**src/logic/tcc_pkg.sv**
```systemverilog
// Purpose: Shared constants for timer channel 0 compare/capture logic
// Assumes: One 20 MHz core clock, prescaled count ticks arrive as enables
// Notes: Mode codes follow the two operating-mode bits {high, low}
package tcc_pkg;
  // Counter and register width
  localparam int CNT_W = 16;
  // Counter limits
  localparam logic [15:0] CNT_ZERO = 16'h0000;
  localparam logic [15:0] CNT_ONE = 16'h0001;
  localparam logic [15:0] CNT_MAX = 16'hFFFF;
  // Reset values
  localparam logic [15:0] CMP_RST = 16'h0000;
  localparam logic TOUT_RST = 1'h0;
  // Operating modes, {op_mode_bit_high, op_mode_bit_low}
  localparam logic [1:0] MODE_STOP = 2'h0;
  localparam logic [1:0] MODE_EDGE_CLR = 2'h1;
  localparam logic [1:0] MODE_FREE = 2'h2;
  localparam logic [1:0] MODE_MATCH_CLR = 2'h3;
endpackage

```
**src/logic/tcc_channel0.sv**
```systemverilog
// Purpose: Channel 0 of a 16-bit timer/event counter with compare/capture
// Assumes: count_tick_i is a one-cycle enable from a prescaler on core_clk_i
// Notes: Compare register loads are taken only while the counter is stopped
// How it works
// - Compare zero in free-run or edge-clear: interrupt on 0 to 1 after a wrap.
// - Interrupt also on match, each valid trigger edge, and one-shot clear.
// - Shared pin is trigger input or timer output, never both together.
// - A read meeting a capture may misread; the stored capture stays right.
// - Stop meeting a capture still captures the counter value.
// - Counter runs whenever the mode bits are not both zero, else stops.
module tcc_channel0 (
  // Clock and reset
  input wire logic core_clk_i,
  input wire logic srst_i,
  // Mode and options
  input wire logic op_mode_bit_low_i,
  input wire logic op_mode_bit_high_i,
  input wire logic count_tick_i,
  input wire logic capture_mode_i,
  input wire logic pin_out_sel_i,
  input wire logic one_shot_trig_i,
  // Edge selection
  input wire logic clr_rise_en_i,
  input wire logic clr_fall_en_i,
  input wire logic trig_rise_en_i,
  input wire logic trig_fall_en_i,
  // Compare register load
  input wire logic cmp_write_i,
  input wire logic [15:0] cmp_wdata_i,
  // Pins
  input wire logic clear_edge_input_i,
  input wire logic shared_port_pin_i,
  output logic shared_port_pin_o,
  output logic shared_port_pin_oe_n_o,
  // State and event
  output logic [15:0] timer_count_value_o,
  output logic [15:0] compare_capture_reg0_o,
  output logic channel0_irq_o
);
  logic [1:0] mode;
  logic running;
  logic clr_edge;
  logic trig_raw;
  logic trig_edge;
  logic wrapped;
  logic at_cmp;
  logic match_ev;
  logic clr_any;
  logic cap_take;
  logic wr_take;
  logic next_irq;
  logic tout;

  // Edge detectors for the clear pin and the shared pin
  tcc_edge_det u_clr_edge (
    .core_clk_i(core_clk_i),
    .srst_i(srst_i),
    .pin_i(clear_edge_input_i),
    .rise_en_i(clr_rise_en_i),
    .fall_en_i(clr_fall_en_i),
    .edge_o(clr_edge)
  );

  tcc_edge_det u_trig_edge (
    .core_clk_i(core_clk_i),
    .srst_i(srst_i),
    .pin_i(shared_port_pin_i),
    .rise_en_i(trig_rise_en_i),
    .fall_en_i(trig_fall_en_i),
    .edge_o(trig_raw)
  );

  // Mode decode and pin function split
  assign mode = {op_mode_bit_high_i, op_mode_bit_low_i};
  assign running = (mode != tcc_pkg::MODE_STOP);
  assign trig_edge = trig_raw & ~pin_out_sel_i;
  assign shared_port_pin_oe_n_o = ~pin_out_sel_i;
  assign shared_port_pin_o = tout;

  // Match: a zero compare only counts once the counter has wrapped
  assign at_cmp = (timer_count_value_o == compare_capture_reg0_o);
  assign match_ev = running && count_tick_i && at_cmp && !capture_mode_i &&
                    ((compare_capture_reg0_o != tcc_pkg::CMP_RST) || wrapped);
  assign clr_any = running && (one_shot_trig_i ||
                   (clr_edge && (mode == tcc_pkg::MODE_EDGE_CLR)) ||
                   (match_ev && (mode == tcc_pkg::MODE_MATCH_CLR)));

  // Capture wins over a load; loads only while stopped
  assign cap_take = capture_mode_i && trig_edge;
  assign wr_take = cmp_write_i && !running && !cap_take;
  assign next_irq = match_ev || trig_edge || (running && one_shot_trig_i);

  // Counter
  always_ff @(posedge core_clk_i) begin
    if (srst_i || !running) begin
      timer_count_value_o <= tcc_pkg::CNT_ZERO;
    end else if (clr_any) begin
      timer_count_value_o <= tcc_pkg::CNT_ZERO;
    end else if (count_tick_i) begin
      timer_count_value_o <= timer_count_value_o + tcc_pkg::CNT_ONE;
    end
  end

  // Wrap memory for a zero compare value
  always_ff @(posedge core_clk_i) begin
    if (srst_i || !running || clr_any) begin
      wrapped <= 1'h0;
    end else if (count_tick_i && (timer_count_value_o == tcc_pkg::CNT_MAX)) begin
      wrapped <= 1'h1;
    end
  end

  // Compare/capture register, captured even when a stop coincides
  always_ff @(posedge core_clk_i) begin
    if (srst_i) begin
      compare_capture_reg0_o <= tcc_pkg::CMP_RST;
    end else if (cap_take) begin
      compare_capture_reg0_o <= timer_count_value_o;
    end else if (wr_take) begin
      compare_capture_reg0_o <= cmp_wdata_i;
    end
  end

  // Interrupt pulse
  always_ff @(posedge core_clk_i) begin
    if (srst_i) begin
      channel0_irq_o <= 1'h0;
    end else begin
      channel0_irq_o <= next_irq;
    end
  end

  // Timer output toggles on each match
  always_ff @(posedge core_clk_i) begin
    if (srst_i) begin
      tout <= tcc_pkg::TOUT_RST;
    end else if (match_ev) begin
      tout <= ~tout;
    end
  end
endmodule

```
**src/logic/tcc_edge_det.sv**
```systemverilog
// Purpose: Synchronise a pin and flag its selected valid edges
// Assumes: Pin is asynchronous to core_clk_i
// Notes: Edge pulse lasts one cycle, two to three cycles after the pin moves;
// hold reset three cycles so the history holds the pin's idle level
module tcc_edge_det (
  // Clock and reset
  input wire logic core_clk_i,
  input wire logic srst_i,
  // Pin and edge selection
  input wire logic pin_i,
  input wire logic rise_en_i,
  input wire logic fall_en_i,
  // Result
  output logic edge_o
);
  logic sync_a;
  logic sync_b;
  logic prev;

  // Two-stage synchroniser, then one stage of history; it runs through reset so a
  // pin that idles high shows no false edge after release
  always_ff @(posedge core_clk_i) begin
    sync_a <= pin_i;
    sync_b <= sync_a;
    prev <= sync_b;
  end

  // Valid edge by selection, held off while reset is applied
  assign edge_o = !srst_i && ((sync_b & ~prev & rise_en_i) | (~sync_b & prev & fall_en_i));
endmodule

```
**config.mk**
```make
export PLATFORM = sky130hd
export DESIGN_NAME = tcc_channel0
export DESIGN_NICKNAME = d
export VERILOG_FILES = /design/src/logic/tcc_pkg.sv /design/src/logic/tcc_channel0.sv /design/src/logic/tcc_edge_det.sv
export SDC_FILE = /design/constraint.sdc
export NUM_CORES = 1
export LEC_CHECK = 0
export BUFFER_PORTS_ARGS = -buffer_cell sky130_fd_sc_hd__buf_2
export CORE_MARGIN = 2
export CORE_UTILIZATION = 50
export DETAILED_ROUTE_END_ITERATION = 10
export PLACE_DENSITY = 0.79
export SYNTH_ARGS = -nofsm -noshare
export SYNTH_HDL_FRONTEND = slang
export SYNTH_SLANG_ARGS = --single-unit
```
**constraint.sdc**
```tcl
create_clock -name core_clk_i -period 2.35 [get_ports core_clk_i]
set_input_delay 0.1175 -clock core_clk_i [delete_from_list [all_inputs] [get_ports core_clk_i]]
set_output_delay 0.1175 -clock core_clk_i [all_outputs]
set_load 0.005 [all_outputs]
```
---- Word-level counts from Yosys, hierarchy flattened ----
Cells that the tools add are included.
W data, S select, Z words.
word-level totals
  output and inout bits ................... 35
  word-level logic and storage cells ...... 64
  register bits ........................... 41
  input bits .............................. 31
cells by class
  muxes and demuxes ....................... 2
  reduce and logical (&&, ||, !) cells .... 29
  add/sub/neg operators ................... 1
  bitwise gates (word level) .............. 17
  equal/unequal tests ..................... 4
operator list
  cell                     count
  $mux W16                 2
  $add A16 B1 Y16 const B  1
  $eq A16 B16 Y1           1
  $eq A16 B16 Y1 const B   1
  $reduce_bool A16 Y1      1
  $logic_and A1 B1 Y1      14
  $and A1 B1 Y1            9
  $logic_or A1 B1 Y1       7
  $not A1 Y1               6
  $logic_not A1 Y1         4
  $reduce_bool A2 Y1       2
  $eq A2 B1 Y1 const B     1
  $eq A2 B2 Y1 const B     1
  $or A1 B1 Y1             2
  $reduce_or A2 Y1         1

---- Depth between registers and ports, before layout ----
  depth in word-level cells ............... 11
  gate-level depth with buffers ........... 7
  mapped depth without buffers ............ 5

---- Modules after synthesis ----
Synthesis repeated with hierarchy kept, for this count alone.
unflattened totals
  cell total of the unflattened synthesis .. 231
  area total of the unflattened synthesis .. 2048.2 µm²
by module, submodules not included
  module        cells each  instances  area each (µm²)  seq. area each (µm²)
  tcc_channel0  219         1          1888.1           700.7
  tcc_edge_det  6           2          80.1             60.1

---- Least setup slack after synthesis ----
OpenSTA, ideal clock, no wires.
  kind .................................... register -> register
  start ................................... reg timer_count_value_o[0]
  end ..................................... reg timer_count_value_o[12]
  clock period less this slack ............ 1673 ps
  stages on the path, launching flop included .. 7
  arrival ................................. 1558 ps
  setup slack ............................. 677 ps
  required time ........................... 2235 ps
  library setup time ...................... 115 ps
  path buffers ............................ 1
  cell sequence ........................... dfxtp_1 > xnor2_1 > nand4_1 > a211o_1 > o31ai_4 > buf_6 > nor2_1
on the way
  cells in the longest elaborated chain, start to end .. 8
  elaborated cells on any way between the ends .. 9
  those cells by class .................... add/sub: 1; eq/ne: 1; reduce/logical: 7
RTL lines
  item                               line                 source
  start, declared                    tcc_channel0.sv:36   output logic [15:0] timer_count_value_o,
  start signal, assigned             tcc_channel0.sv:96   timer_count_value_o <= tcc_pkg::CNT_ZERO;
  start signal, assigned             tcc_channel0.sv:98   timer_count_value_o <= tcc_pkg::CNT_ZERO;
  start signal, assigned             tcc_channel0.sv:100  timer_count_value_o <= timer_count_value_o + tcc_pkg::CNT_ONE;
  $eq A16 B16 Y1                     tcc_channel0.sv:81   assign at_cmp = (timer_count_value_o == compare_capture_reg0_o);
  $logic_and A1 B1 Y1 (3 in series)  tcc_channel0.sv:82   assign match_ev = running && count_tick_i && at_cmp && !capture_mode_i &&
  $logic_and A1 B1 Y1                tcc_channel0.sv:86   (match_ev && (mode == tcc_pkg::MODE_MATCH_CLR)));
  $logic_or A1 B1 Y1                 tcc_channel0.sv:85   (clr_edge && (mode == tcc_pkg::MODE_EDGE_CLR)) ||
  $logic_and A1 B1 Y1                tcc_channel0.sv:84   assign clr_any = running && (one_shot_trig_i ||
  $reduce_or A2 Y1 (no line)         n/a
Several ways; a longest one is shown, not always the timed one.
A chain may end at the register's enable or synchronous reset.

---- Worst setup path in the final report ----
  start ................................... reg timer_count_value_o[11]
  end ..................................... reg timer_count_value_o[1]
on the way
  cells in the longest elaborated chain, start to end .. 8
RTL lines
  item                               line
  $eq A16 B16 Y1                     tcc_channel0.sv:81
  $logic_and A1 B1 Y1 (3 in series)  tcc_channel0.sv:82
  $logic_and A1 B1 Y1                tcc_channel0.sv:86
  $logic_or A1 B1 Y1                 tcc_channel0.sv:85
  $logic_and A1 B1 Y1                tcc_channel0.sv:84
  $reduce_or A2 Y1 (no line)         n/a
No other way between the ends.

==> results.json <==
{
  "max_stage_delay_ns": 0.51,
  "hold_viol_final": 0,
  "die_h_um": 66.6,
  "nNetsFinal": 316,
  "top_usage_layer": "met2",
  "rsz0062_at_grt": "false",
  "via_count": 1776,
  "gp_congestion": 0.823,
  "met1_usage_pct": 29.6,
  "numCtsBuffers": 5,
  "seqPwrFrac_pct": 51.5,
  "worstSetupPathType": "register to register",
  "cts_sinks": 41,
  "portBuffers": 65,
  "relSlewSlack_pct": 57.1,
  "drc": 0,
  "period_needed_ns": 1.90,
  "hp-class": "input port to register",
  "h-tree-depth": 2,
  "num_antenna_cells": 0,
  "totalWireLength_mm": 4.92,
  "io_pins": 66,
  "synth.distinct_cells": 33,
  "ys_warn_count": 0,
  "grt_first_pass_wirelength_mm": 7.95,
  "rows": 22,
  "start_kind": "register",
  "grtUsageMet2_pct": 40.6,
  "syn_to_final_growth_pct": 25.6,
  "antenna_found_initial": 0,
  "finalSetupViolCount": 0,
  "clockPowerShare_pct": 37.7,
  "synth_area_um2": 1960,
  "vdd_ir_drop_max_mv": 0.519,
  "use_met3_pct": 4.39,
  "final_common_cell": "buf_2",
  "layout_worst_path_cycle_share_pct": 81.0,
  "insertion_delay_ns": 0.29,
  "finalMaxSlewViolations": 0,
  "grtUsageTotal_pct": 24.3,
  "path_max_fanout": 17,
  "wire_per_inst_um": 14.8,
  "cts_resized": 0,
  "p_int_mw": 1.11,
  "swShare_pct": 23.0,
  "dieArea_um2": 4430,
  "cts_buffer_depth": 2,
  "pwr_density_cell_nw_per_um2": 584,
  "slowest_stage": "dfxtp_1",
  "fin_setup_tns_ns": 0,
  "p_leak_nw": 1.11,
  "ys_seq_area_share_pct": 41.9,
  "start_util_pct": 52.7,
  "p_comb_share_pct": 10.9,
  "synth_seq_cells": 41,
  "detail-route-antenna-nets": 0,
  "arrival_ns": 2.09,
  "drive_gt1_share_pct": 30.3,
  "cts_tree": "yes",
  "final_cell_mix": "65 x buf_2, 41 x dfxtp_1, 37 x nor2_1",
  "fmax_mhz": 526,
  "tightest_slew_ns": 0.642,
  "drv_cap": 0,
  "endpoint_kind": "register",
  "grt_pass1_vias": 1742,
  "root_buffer": "clkbuf_8",
  "synth_area_per_cell_um2": 9.28,
  "fin_hold_ws_ns": 0.163,
  "synth_fp_nets": 243,
  "total_power_mw": 1.44,
  "dr.pass1.iters": 4,
  "cp.required_ns": 2.53,
  "dpl.hpwl_mm": 3.64,
  "worstPathCellList": "xor2_1, nor4_1, nand3_1, o31ai_4, buf_4, nor2_1",
  "fin_worst_skew_ns": 0.00516,
  "synthCells": 211,
  "path_clk_slew_ns": 0.07,
  "status": "completed",
  "grt_max_degree": 23,
  "avgViaCountPerCell": 5.35,
  "switching_power_uw": 330,
  "die_w_um": 66.6,
  "post-cts-setup-buffers": 0,
  "core_area_um2": 3720,
  "globalRouteOverflowTotal": 0,
  "dr.first_iter.drc_count": 91
}
-- cell families (layout without fill, tap and decap cells) --
group | count (synthesis) | in the layout | synth area share (%)
mux | 17 | 17 | 8.69
xor+xnor | 31 | 31 | 13.9
flops | 41 | 41 | 41.9
simple gates | 82 | 82 | 20.6
buf+inv | 14 | 87 | 4.60
fa+ha+maj | 1 | 1 | 0.639
compound gates | 25 | 25 | 9.65
-- power by group through the flow --
| stage | combinational [mW] | sequential (mW) | clock [mW] |
|---|---|---|---|
| finish | 0.156 | 0.739 | 0.540 |
| floorplan | 0.0906 | 0.753 | 0 |
| CTS | 0.157 | 0.739 | 0.550 |
| global placement | 0.149 | 0.754 | 0 |
| detailed placement | 0.153 | 0.755 | 0 |
| global route | 0.173 | 0.741 | 0.572 |
-- per-stage QoR --
step | instances | util [%] | area [um2] | worst slack [ns]
2_1_floorplan | 211 | - | 1960 | 0.677
3_3_place_gp | 323 | 62.9 | 2340 | 0.556
3_5_place_dp | 323 | 62.9 | 2340 | 0.496
4_1_cts | 332 | 66.2 | 2460 | 0.472
5_1_grt | 332 | 66.2 | 2460 | 0.316
6_report | 332 | 66.2 | 2460 | 0.447
-- registers in the layout (all words and copies together) (netlist names) --
register                count
u_clr_edge.sync_b           1
u_clr_edge.sync_a           1
u_clr_edge.prev             1
wrapped                     1
compare_capture_reg0_o     16
timer_count_value_o        16
channel0_irq_o              1
u_trig_edge.sync_a          1
shared_port_pin_o           1
u_trig_edge.sync_b          1
u_trig_edge.prev            1
-- synthesized netlist by cell type, drive strengths merged --
cell	number	area, um2
and3	3	20.0
nand3	4	20.0
a211oi	17	128
nor2	39	156
o21ai	2	10.0
nand2	8	30.0
nand3b	4	30.0
nor2b	1	6.26
or3	1	6.26
nor3	8	40.0
and4	2	17.5
xnor2	14	123
a211o	1	8.76
o31ai	1	21.3
dfxtp	41	821
nor4	5	31.3
mux2i	17	170
clkbuf	5	28.8
nand4	5	31.3
or2	1	6.26
a21oi	3	15.0
nand4b	1	8.76
a31oi	1	6.26
ha	1	12.5
buf	5	46.3
inv	4	15.0
xor2	17	149
-- worst max-delay path: cells and delay by family, from the launching register on --
| family | cells | cell delay [ns] |
|---|---|---|
| simple gates | 3 | 0.68 |
| compound gates | 1 | 0.21 |
| xor+xnor | 1 | 0.12 |
| buf+inv | 1 | 0.25 |
| flops | 1 | 0.51 |
-- worst paths after layout --
check | depth (start not counted) | end | from | slack, ns
max reg2reg | 6 | timer_count_value_o[1] | timer_count_value_o[11] | 0.45
min reg2reg | 0 | u_clr_edge.sync_b | u_clr_edge.sync_a | 0.33
min | 3 | compare_capture_reg0_o[7] | cmp_wdata_i[7] | 0.16
max | 6 | timer_count_value_o[1] | timer_count_value_o[11] | 0.45
-- what timing repair did --
action / 4_1_cts / 5_1_grt
hold endpoints to repair: 2 / 0
hold buffers: 2 / 0
endpoints found under the setup margin: 0 / 0
-- per-layer routing --
layer | up-vias | part of all wire, %
li1 | 882 | -
met5 | - | 0
met4 | 0 | 1.6
met2 | 69 | 48
met3 | 8 | 7.5
met1 | 817 | 42
-- final cells by class --
class	instances	area [um2]
clock inverters	2	35.0
fillers	337	1260
flip-flops and latches	41	821
clock buffers	5	68.8
multi-input cells	156	1050
well taps	48	60.1
repair buffers	76	413
inverters	4	15.0
No activity file was read; power rests on OpenSTA's default activity.
